==> src/hdl/ptmr_defines.svh <==
/*
 * Register indices, field positions, reset values and clocking constants
 * for the 8-bit auto-reload PWM timer.
 * Assumes it is included by its bare name wherever these macros are used.
 */
// Function
// - counter advances only while the mode register enable bit is one.
// - counter increments per selected tick; overflow is 0xff stepping to 0x00.
// - overflow sets the overflow flag; only a software write clears it.
// - every overflow reloads the counter from the active reload value.
// - reload writes go to a holding buffer, moved to active at overflow.
// - auto-reload always works while enabled; no control bit disables it.
// - with interrupt enable set, each overflow raises an interrupt request.
// - in green mode timer keeps counting, flagging, driving PWM; never wakes.
// - clock-source bit one selects undivided oscillator, ignoring prescaler.
// - prescaler field 000 divides by 128, halving per step, 111 by 1.
// - PWM enable bit drives shared pin with PWM; clearing returns GPIO.
// - each PWM cycle starts high, goes low when counter equals duty.
// - at each overflow the PWM cycle ends and output returns high.
// - PWM period is 256 minus reload value counts.
// - duty not greater than reload keeps PWM low for the whole cycle.
// - with PWM active, overflow flag and interrupt still work normally.
`ifndef PTMR_DEFINES_SVH
`define PTMR_DEFINES_SVH

// register indices; byte address on the bus is four times the index
`define PTMR_IDX_MODE 8'hdc
`define PTMR_IDX_COUNT 8'hdd
`define PTMR_IDX_RELOAD 8'hde
`define PTMR_IDX_DUTY 8'hea
`define PTMR_IDX_STATUS 8'heb

// mode register fields
`define PTMR_MODE_EN_BIT 7
`define PTMR_MODE_RATE_HI 6
`define PTMR_MODE_RATE_LO 4
`define PTMR_MODE_CKS_BIT 2
`define PTMR_MODE_PWM_BIT 0
`define PTMR_MODE_WMASK 8'hf5

// status register fields
`define PTMR_STAT_FLAG_BIT 0
`define PTMR_STAT_IEN_BIT 1

`define PTMR_RST_BYTE 8'h00
`define PTMR_FULL_SCALE 8'hff
`define PTMR_PRESCALE_W 7

`endif

==> src/hdl/ptmr_pkg.sv <==
/*
 * Types shared by the PWM timer modules: the packed state of each module.
 * Assumes the defines header is compiled alongside.
 */
package ptmr_pkg;

    typedef struct packed {
        logic [6:0] cnt;
    } ptmr_prescale_state_t;

    typedef struct packed {
        logic level;
    } ptmr_pwm_state_t;

    typedef struct packed {
        logic [7:0] mode;
        logic [7:0] count;
        logic [7:0] reload_hold;
        logic [7:0] reload_act;
        logic [7:0] duty;
        logic flag;
        logic ien;
        logic enable_d;
        logic wait_n;
        logic [7:0] rdata;
        logic irq;
        logic pin_out;
        logic pin_oe;
    } ptmr_top_state_t;

endpackage

==> src/hdl/ptmr_top.sv <==
/*
 * 8-bit up-counting auto-reload timer with single-channel PWM, reached
 * over an Avalon-MM slave with one wait state.
 * Assumes the instruction and oscillator ticks and the GPIO drive come
 * from logic on clk; bus master follows Avalon waitrequest signalling.
 */
// The Avalon-MM interface to the registers was decided locally.
`timescale 1ns/1ps
`default_nettype none
`include "ptmr_defines.svh"

module ptmr_top
    import ptmr_pkg::*;
(
    input wire logic clk,
    input wire logic reset,
    input wire logic [9:0] avs_address,
    input wire logic avs_read,
    input wire logic avs_write,
    input wire logic [31:0] avs_writedata,
    input wire logic [3:0] avs_byteenable,
    output logic [31:0] avs_readdata,
    output logic avs_waitrequest,
    input wire logic instr_clk_tick,
    input wire logic hosc_tick,
    input wire logic gpio_out,
    input wire logic gpio_oe,
    output logic pwm_shared_pin_out,
    output logic pwm_shared_pin_oe,
    output logic irq_request
);
    ptmr_top_state_t st_r;
    ptmr_top_state_t st_nxt;

    logic [7:0] reg_idx;
    logic access_ok;
    logic wr_mode;
    logic wr_count;
    logic wr_reload;
    logic wr_duty;
    logic wr_status;
    logic [7:0] wbyte;
    logic timer_enable_bit;
    logic clock_source_select;
    logic [2:0] prescaler_select;
    logic pwm_pin_enable;
    logic tick;
    logic step;
    logic overflow;
    logic start;
    logic [7:0] count_step;
    logic [7:0] reload_act_nxt;
    logic pwm_level;
    logic [7:0] read_mux;

    // mode register fields
    assign timer_enable_bit = st_r.mode[`PTMR_MODE_EN_BIT];
    assign clock_source_select = st_r.mode[`PTMR_MODE_CKS_BIT];
    assign prescaler_select =
        st_r.mode[`PTMR_MODE_RATE_HI:`PTMR_MODE_RATE_LO];
    assign pwm_pin_enable = st_r.mode[`PTMR_MODE_PWM_BIT];

    ptmr_tick_gen u_tick (
        .clk(clk),
        .reset(reset),
        .run(timer_enable_bit),
        .source_hosc(clock_source_select),
        .rate(prescaler_select),
        .instr_tick(instr_clk_tick),
        .hosc_tick(hosc_tick),
        .tick(tick)
    );

    // bus decode: a request is taken only in its second cycle, when the
    // registered waitrequest has dropped; the first cycle loads read data
    assign reg_idx = avs_address[9:2];
    assign access_ok = avs_write && st_r.wait_n && avs_byteenable[0];
    assign wbyte = avs_writedata[7:0];
    assign wr_mode = access_ok && (reg_idx == `PTMR_IDX_MODE);
    assign wr_count = access_ok && (reg_idx == `PTMR_IDX_COUNT);
    assign wr_reload = access_ok && (reg_idx == `PTMR_IDX_RELOAD);
    assign wr_duty = access_ok && (reg_idx == `PTMR_IDX_DUTY);
    assign wr_status = access_ok && (reg_idx == `PTMR_IDX_STATUS);

    // counter stepping; nothing here looks at a low-power mode, so the
    // timer keeps counting and flagging in green mode, and the block has
    // no wake-up output at all
    assign step = timer_enable_bit && tick;
    assign overflow = step && (st_r.count == `PTMR_FULL_SCALE);
    assign count_step = st_r.count + 8'h01;

    // holding buffer moves to the active reload only at overflow; the
    // reload path has no switch of its own
    assign reload_act_nxt = overflow ? st_r.reload_hold
                                     : st_r.reload_act;

    // a fresh enable starts a PWM cycle from the preloaded counter
    assign start = timer_enable_bit && !st_r.enable_d;

    ptmr_pwm_out u_pwm (
        .clk(clk),
        .reset(reset),
        .start(start),
        .overflow(overflow),
        .step(step),
        .count_nxt(st_nxt.count),
        .duty(st_r.duty),
        .reload_nxt(reload_act_nxt),
        .level(pwm_level)
    );

    // read data mux; reload is write-only and reserved bits read zero
    always_comb begin
        read_mux = 8'h00;
        unique case (reg_idx)
            `PTMR_IDX_MODE: begin
                read_mux = st_r.mode;
            end
            `PTMR_IDX_COUNT: begin
                read_mux = st_r.count;
            end
            `PTMR_IDX_DUTY: begin
                read_mux = st_r.duty;
            end
            `PTMR_IDX_STATUS: begin
                read_mux = 8'h00;
                read_mux[`PTMR_STAT_FLAG_BIT] = st_r.flag;
                read_mux[`PTMR_STAT_IEN_BIT] = st_r.ien;
            end
            default: begin
                read_mux = 8'h00;
            end
        endcase
    end

    always_comb begin
        st_nxt = st_r;

        // one wait state for every access, reads and writes alike
        if ((avs_read || avs_write) && !st_r.wait_n) begin
            st_nxt.wait_n = 1'b1;
            st_nxt.rdata = avs_read ? read_mux : 8'h00;
        end else begin
            st_nxt.wait_n = 1'b0;
        end

        if (wr_mode) begin
            st_nxt.mode = wbyte & `PTMR_MODE_WMASK;
        end

        // software write to the counter wins over a tick in the same cycle
        if (wr_count) begin
            st_nxt.count = wbyte;
        end else if (overflow) begin
            st_nxt.count = st_r.reload_hold;
        end else if (step) begin
            st_nxt.count = count_step;
        end

        if (wr_reload) begin
            st_nxt.reload_hold = wbyte;
        end
        st_nxt.reload_act = reload_act_nxt;

        if (wr_duty) begin
            st_nxt.duty = wbyte;
        end

        if (wr_status) begin
            st_nxt.ien = wbyte[`PTMR_STAT_IEN_BIT];
            // writing zero clears the flag; writing one leaves it alone
            if (!wbyte[`PTMR_STAT_FLAG_BIT]) begin
                st_nxt.flag = 1'b0;
            end
        end
        // an overflow in the clearing cycle is kept: set wins
        if (overflow) begin
            st_nxt.flag = 1'b1;
        end

        st_nxt.enable_d = timer_enable_bit;

        // request follows flag and enable; PWM use does not mask it
        st_nxt.irq = st_nxt.flag && st_nxt.ien;

        // pin handover: GPIO drive passes through untouched while the
        // PWM bit is clear, so the old GPIO state returns on clearing
        if (pwm_pin_enable) begin
            st_nxt.pin_out = pwm_level;
            st_nxt.pin_oe = 1'b1;
        end else begin
            st_nxt.pin_out = gpio_out;
            st_nxt.pin_oe = gpio_oe;
        end
    end

    // PWM period is 256 minus reload counts because overflow reloads the
    // counter and restarts the cycle
    always_ff @(posedge clk or posedge reset) begin
        if (reset) begin
            st_r <= '0;
        end else begin
            st_r <= st_nxt;
        end
    end

    assign avs_readdata = {24'h000000, st_r.rdata};
    assign avs_waitrequest = !st_r.wait_n;
    assign pwm_shared_pin_out = st_r.pin_out;
    assign pwm_shared_pin_oe = st_r.pin_oe;
    assign irq_request = st_r.irq;
endmodule
`default_nettype wire

==> src/hdl/ptmr_tick_gen.sv <==
/*
 * Timer tick generator: instruction-clock prescaler or raw oscillator tick.
 * Assumes both tick inputs are one-cycle strobes on clk.
 */
`timescale 1ns/1ps
`default_nettype none
`include "ptmr_defines.svh"

module ptmr_tick_gen
    import ptmr_pkg::*;
(
    input wire logic clk,
    input wire logic reset,
    input wire logic run,
    input wire logic source_hosc,
    input wire logic [2:0] rate,
    input wire logic instr_tick,
    input wire logic hosc_tick,
    output logic tick
);
    ptmr_prescale_state_t st_r;
    ptmr_prescale_state_t st_nxt;
    logic [6:0] mask;

    always_comb begin
        // rate 0 keeps all seven bits -> /128, rate 7 keeps none -> /1
        mask = 7'h7f >> rate;
        st_nxt = st_r;
        tick = 1'b0;
        if (!run) begin
            st_nxt.cnt = 7'h00;
        end else if (source_hosc) begin
            tick = hosc_tick;
        end else if (instr_tick) begin
            st_nxt.cnt = st_r.cnt + 7'h01;
            tick = ((st_r.cnt & mask) == mask);
        end
    end

    always_ff @(posedge clk or posedge reset) begin
        if (reset) begin
            st_r <= '0;
        end else begin
            st_r <= st_nxt;
        end
    end
endmodule
`default_nettype wire

==> src/hdl/ptmr_pwm_out.sv <==
/*
 * PWM level generator driven by the timer's counter and overflow events.
 * Assumes counter and events come from the timer core on the same clock.
 */
`timescale 1ns/1ps
`default_nettype none
`include "ptmr_defines.svh"

module ptmr_pwm_out
    import ptmr_pkg::*;
(
    input wire logic clk,
    input wire logic reset,
    input wire logic start,
    input wire logic overflow,
    input wire logic step,
    input wire logic [7:0] count_nxt,
    input wire logic [7:0] duty,
    input wire logic [7:0] reload_nxt,
    output logic level
);
    ptmr_pwm_state_t st_r;
    ptmr_pwm_state_t st_nxt;

    always_comb begin
        st_nxt = st_r;
        if (start || overflow) begin
            // new cycle high, unless duty can never be reached
            st_nxt.level = (duty > reload_nxt);
        end else if (step && (count_nxt == duty)) begin
            st_nxt.level = 1'b0;
        end
        level = st_r.level;
    end

    always_ff @(posedge clk or posedge reset) begin
        if (reset) begin
            st_r <= '0;
        end else begin
            st_r <= st_nxt;
        end
    end
endmodule
`default_nettype wire

==> config.mk <==
export PLATFORM = sky130hd
export DESIGN_NAME = ptmr_top
export DESIGN_NICKNAME = d
export VERILOG_FILES = /design/src/hdl/ptmr_pkg.sv /design/src/hdl/ptmr_top.sv /design/src/hdl/ptmr_tick_gen.sv /design/src/hdl/ptmr_pwm_out.sv
export VERILOG_INCLUDE_DIRS = /design/src /design/src/hdl
export SDC_FILE = /design/constraint.sdc
export NUM_CORES = 1
export LEC_CHECK = 0
export BUFFER_PORTS_ARGS = -buffer_cell sky130_fd_sc_hd__buf_2
export CAP_MARGIN = 10
export CORE_MARGIN = 2
export CORE_UTILIZATION = 58
export CTS_CLUSTER_DIAMETER = 120
export DETAILED_ROUTE_END_ITERATION = 8
export PLACE_DENSITY = 0.91
export SLEW_MARGIN = 20
export SYNTH_ARGS = -nofsm -noshare
export SYNTH_HDL_FRONTEND = slang
export SYNTH_SLANG_ARGS = --single-unit
==> constraint.sdc <==
create_clock -name clk -period 5.75 [get_ports clk]
set_clock_uncertainty 0.2 [all_clocks]
set_input_delay 1.725 -clock clk [delete_from_list [all_inputs] [get_ports clk]]
set_output_delay 1.725 -clock clk [all_outputs]
set_load 0.03 [all_outputs]
### Yosys cells after proc, flatten, opt, wreduce, memory -nomap -nowiden

Index checks and enable logic that the tools add are counted.

| word-level totals | value |
|---|---|
| register bits after elaboration | 61 |
| bits in latches | 0 |
| RAM bits | 0 |
| ROM bits | 0 |
| input bits | 54 |
| output and inout port bits | 36 |
| logic and storage cells | 68 |
| memories kept | 0 |

| cells by class | value |
|---|---|
| add/subtract/negate cells | 2 |
| multiply operators | 0 |
| div/mod/pow operators | 0 |
| $lt $le $gt $ge | 1 |
| equal/unequal tests | 10 |
| shift operators | 1 |
| multiplexer cells | 19 |
| bitwise operators | 1 |
| reductions and logical operators | 19 |

Operators by type and width:

| cell | count |
|---|---|
| $eq 8x8->1 const B | 6 |
| $mux 8 | 5 |
| $pmux 8 s4 | 1 |
| $mux 7 | 3 |
| $logic_and 1x1->1 | 13 |
| $add 8x1->8 const B | 1 |
| $eq 8x8->1 | 1 |
| $gt 8x8->1 | 1 |
| $mux 1 | 8 |
| $add 7x1->7 const B | 1 |
| $and 7x7->7 | 1 |
| $eq 7x7->1 | 1 |
| $shr 7x3->7 const A | 1 |
| $mux 2 | 2 |
| $ne 2x2->1 const B | 2 |
| $logic_not 1->1 | 2 |
| $logic_or 1x1->1 | 2 |
| $reduce_and 2->1 | 1 |
| $reduce_bool 2->1 | 1 |

### Depth between registers and ports, before layout

| depth | value |
|---|---|
| depth after elaboration | 14 |
| gate-level depth with buffers | 17 |

### Hierarchy

From an unflattened synthesis, not the netlist that was laid out.

| second synthesis, totals | value |
|---|---|
| cell total of the unflattened synthesis | 331 |
| area, all modules | 3542.1 µm² |

Modules (own cells, without submodules):

| module | instances | cells each | area each (µm²) | sequential area each (µm²) |
|---|---|---|---|---|
| ptmr_top | 1 | 240 | 2750.1 | 1326.3 |
| ptmr_tick_gen | 1 | 47 | 451.7 | 175.2 |
| ptmr_pwm_out | 1 | 44 | 340.3 | 25.0 |

### Worst setup path before layout

No wires, ideal clock.

| timing | value |
|---|---|
| path kind | input port to flip-flop |
| start point | input instr_clk_tick |
| end point | register u_pwm.st_r (netlist: u_pwm.level) |
| library setup time | 134 ps |
| data arrival time | 4431 ps |
| setup slack | 986 ps |
| cell stages on the path | 17 |
| cells stage by stage | nor2b_1 -> buf_2 -> nand2_2 -> o31a_1 -> buf_6 -> nor2_4 -> nand2_1 -> mux2i_1 -> ha_1 -> nor2b_1 -> o21a_1 -> o21ai_0 -> a211oi_1 -> a211oi_1 -> nor3_1 -> nor4_1 -> a31oi_1 |

| between the ends | value |
|---|---|
| cells in the longest elaborated chain, start to end | 10 |

Ends and longest elaborated chain:

| what | line | text |
|---|---|---|
| start: declaration | ptmr_top.sv:24 | `input wire logic instr_clk_tick,` |
| $mux 1 * | ptmr_tick_gen.sv:34 | `end else if (instr_tick) begin` |
| $mux 1 * | ptmr_tick_gen.sv:32 | `end else if (source_hosc) begin` |
| $mux 1 * | ptmr_tick_gen.sv:30 | `if (!run) begin` |
| $logic_and 1x1->1 * | ptmr_top.sv:88 | `assign step = timer_enable_bit && tick;` |
| branches (longest 6 deep; another with $gt 8x8->1) | n/a |  |
| end signal: assignment | ptmr_pwm_out.sv:40 | `st_r <= st_nxt;` |
| end: declaration | ptmr_pwm_out.sv:22 | `ptmr_pwm_state_t st_r;` |

Mark *: on every way between the ends.
A chain may end at the register's enable or synchronous reset.

### Final worst setup path

Same ends and word-level chain as after synthesis.

==> impl_summary.md <==
Synthesis
The area share of and/or/nand/nor cells after synthesis is 16.6%. The synthesized design contains 0 enable-type register cells. In the synthesized netlist, mux cells make up 10.6% of the area.

Counting flops and latches in the post-synthesis netlist gives 61. The instance count of the mapped netlist is 359. The synthesized netlist devotes 3.47% of its cell area to adder and majority cells. The parity-gate share of the synthesized area counting xor and xnor cells is 3.65%.

The share of the synthesized area in the top cell type is 42.4%. The most common cell in the synthesized netlist is dfrtp_1. For this run, asynchronously set or reset flops after synthesis account for 100%. Yosys printed 0 warnings. dfrtp_1 takes more of the synthesized area than any other cell. The share of synthesized area occupied by flip-flops and latches is 42.4%. Among all flip-flop cells after synthesis, the most frequent one is dfrtp_1. The commonest cells after synthesis are dfrtp_1 (61), nand2_1 (35), buf_4 (32), mux2_2 (25). The synthesized netlist devotes 14.0% of its cell area to compound gates.

The post-synthesis instance area is 3600 um^2. After synthesis, the largest family of logic cells by area is simple AND/OR/NAND/NOR gates. The mean instance size in the synthesized netlist is 10.0 um^2.

The number of distinct standard cells referenced by the synthesized netlist is 61. By area the synthesized netlist is led by dfrtp_1 (42%), mux2_2 (7.8%), buf_4 (6.7%).

Placement
At the end of routability-driven placement, the weighted congestion stood at 0.958. The number of buffers inserted by port buffering is 36. The HPWL after detailed placement is 6060 um. Once placement completed, the tool counted placed cells totaling 462.

Setup path
The worst setup path category is in2reg. The worst setup path is captured at a flip-flop. Along the worst path, the maximum fanout reaches 8. The worst setup slack for register-to-register paths is 1810 ps. The endpoint identified for the worst register-to-register timing path is u_pwm.level.

Data on the critical path arrives at its endpoint at 4760 ps. In this run the critical register-to-register path is launched from st_r[39]. STA classifies the critical path startpoint as an input port. At the worst endpoint, the required time is 5770 ps.

Counting cells, the worst reg-to-reg path comes to 14.

Global routing
The first global-routing pass estimated 13200 um of wire. The number of global-route vias before repair is 2713. The total overflow left after global routing is 0. The aggregate global-route resource usage is 26.5%.

Entering global routing, the biggest net connects 45 pins. The initial antenna violation count is 0.

Clock network
The clock sink count is 61. The tree is rooted in a clkbuf_8. The number of buffers added by the clock tree synthesis step is 9. Post-CTS timing repair inserted 0 buffers for setup. The H-tree was split into 3 levels.

The number of resized instances in the post-cts repair step is 0. No sink is reached through more buffers than the 2 on the longest clock path. The cts-stage hold buffer count is 0. The clock-pin slew reported for the worst setup and hold paths after clock tree synthesis is 60 ps. The TritonCTS clock tree is done.

The clock latency on the worst-skew pair is 350 ps.

Cells and area
Summing all multi-input logic gate instances after layout gives 1840 um^2. The net total in the final layout is 462. Cells with a size suffix above 1 make up 23.7% of the layout. Once layout is complete, the utilization of the core stands at 65.1%.

Summing all flip-flop and latch instances after layout gives 1530 um^2. The area growth from synthesis to layout is 7.71%. For this run, the number of standard cells in the final layout without fillers is 476. The number of antenna repair diodes is 0.

The layout has 451 filler cells.

Pwr
For this design the static power due to leakage is 1.92 nW. Overall power consumption after layout is estimated at 951 uW. The highest ir drop seen on vdd is 165 uV. The cell area power density is 245 nW/um^2.

Die
The floorplan step defined a die boundary enclosing 6860 um^2. In this run the count of I/O pins placed on the die edge is 90. The area of the core is 5960 um^2. In this run the vertical extent of the chip is 82.8 um.

The die is 82.8 um wide. The initial standard-cell utilization of the core is 60.5%. The floorplan has 28 rows.

Timing
The sum of negative setup slack is 0 ps. The count of final hold-check violations is 0. The transition time at the pin with the least slew margin is 726 ps.

The worst pin sits at a relative slew slack of 51.2%. The time the worst path needs with I/O delays and setup is 4740 ps. Setup repair after global routing left no endpoint under its margin. Across all hold checks on the routed design, the worst slack comes to 277 ps. The total of endpoints with negative setup slack in the final report is 0. The highest achievable clock rate is 211 MHz. The ratio of final minimum period to clock period is 82.5%. The number of max-slew violations in the final report is 0.

Hold path
The instance count along the most critical hold path is 2. The class of the tightest hold or removal check is reg2reg. The capture endpoint of the worst hold path is avs_readdata[6]. The worst hold path begins at avs_readdata[6].

Route
Wire segments on met3 add up to 749 um in the final route. The average via count per standard cell is 6.02. The met2 wire length is 3840 um.

The total number of vias is 2865. The first-iteration detailed-routing DRC count is 393. After detailed routing, the number of remaining DRC violations is 0. The average detailed-routed wire length per instance is 17.3 um.

Routed signal wires occupy layers up through met4. Wires add up to 8240 um. After detailed routing, the wire length on met1 is 3390 um. The number of iterations in the first detailed-routing pass is 5. The count of nets left with antenna violations once routing finished came out at 0.

Run
The number of violations of the max-capacitance limit is 0.

Status
The flow ran to the end, and the final reports show no timing, DRC or antenna violations.
-- cell type report --
type,instances,area share (%)
Tap cell,75,2.42
Clock buffer,11,3.39
Clock inverter,3,0.387
Sequential cell,61,39.4
Timing Repair Buffer,40,5.42
Multi-Input combinational cell,269,47.4
Inverter,17,1.65
-- power breakdown --
group	switching, mW	internal (mW)	leakage, nW
Sequential	0.0435	0.459	0.808
Clock	0.161	0.149	0.0788
Combinational	0.0874	0.0509	1.03
-- layout by cell type (no fill, tap or decap), drive strengths merged, types with 4 or more instances in the layout --
cell type and count:
a21o 4, a21oi 11, a22o 5, a31oi 4, buf 40, clkbuf 11
conb 24, dfrtp 61, ha 10, inv 17, mux2 25, mux2i 10
nand2 37, nand3 9, nand4 5, nor2 25, nor3 7, nor4 5
o21ai 26, xnor2 4, xor2 11
-- metrics by stage --
| step | setup slack [ps] | instance area [um^2] |
|---|---|---|
| 2_1_floorplan | 986 | 3690 |
| 3_3_place_gp | 856 | 3720 |
| 3_5_place_dp | 673 | 3720 |
| 4_1_cts | 1040 | 3870 |
| 5_1_grt | 737 | 3880 |
| 6_report | 1010 | 3880 |
-- critical path, stage by stage --
cell and delay (ps):
buf_2 70, nor2b_1 110, buf_4 160, nand2_2 70
o31a_1 290, nor2_4 210, nand2_1 160, mux2i_1 260
ha_1 280, nor2b_1 140, o21a_1 160, o21ai_0 140
a211oi_1 100, a211oi_1 280, nor3_1 120, nor4_1 350
a31oi_1 140
-- routing by layer --
metal	vias up	track usage (%)
li1	1310	-
met1	1354	34.2
met2	170	41.0
met3	31	7.90
met4	0	12.1
met5	-	0
-- flip-flops by register name, summed over array words and instances, names as in the netlist, 3 cells and up --
register and count:
st_r 36, prescaler_select 3, avs_readdata 8, u_tick.st_r 7
-- worst max path at each step --
stage | endpoint | slack (ps) | start
after floorplan | u_pwm.level | 990 | instr_clk_tick
after global placement | u_pwm.level | 860 | instr_clk_tick
after detailed placement | u_pwm.level | 670 | instr_clk_tick
after CTS | u_pwm.level | 1040 | instr_clk_tick
after global routing | u_pwm.level | 740 | instr_clk_tick
final | u_pwm.level | 1010 | instr_clk_tick
-- cell families (layout without fill, tap and decap cells) --
family	count (synthesis)	after routing
and+or+nand+nor	110	110
DFF	61	61
AOI/OAI and AO/OA	75	75
muxes	35	35
xor gates and xnor gates	15	15
buffers and inverters	52	71
adders and majority gates	10	10
other	1	24
Note: power is estimated with default switching activity, not from simulation.
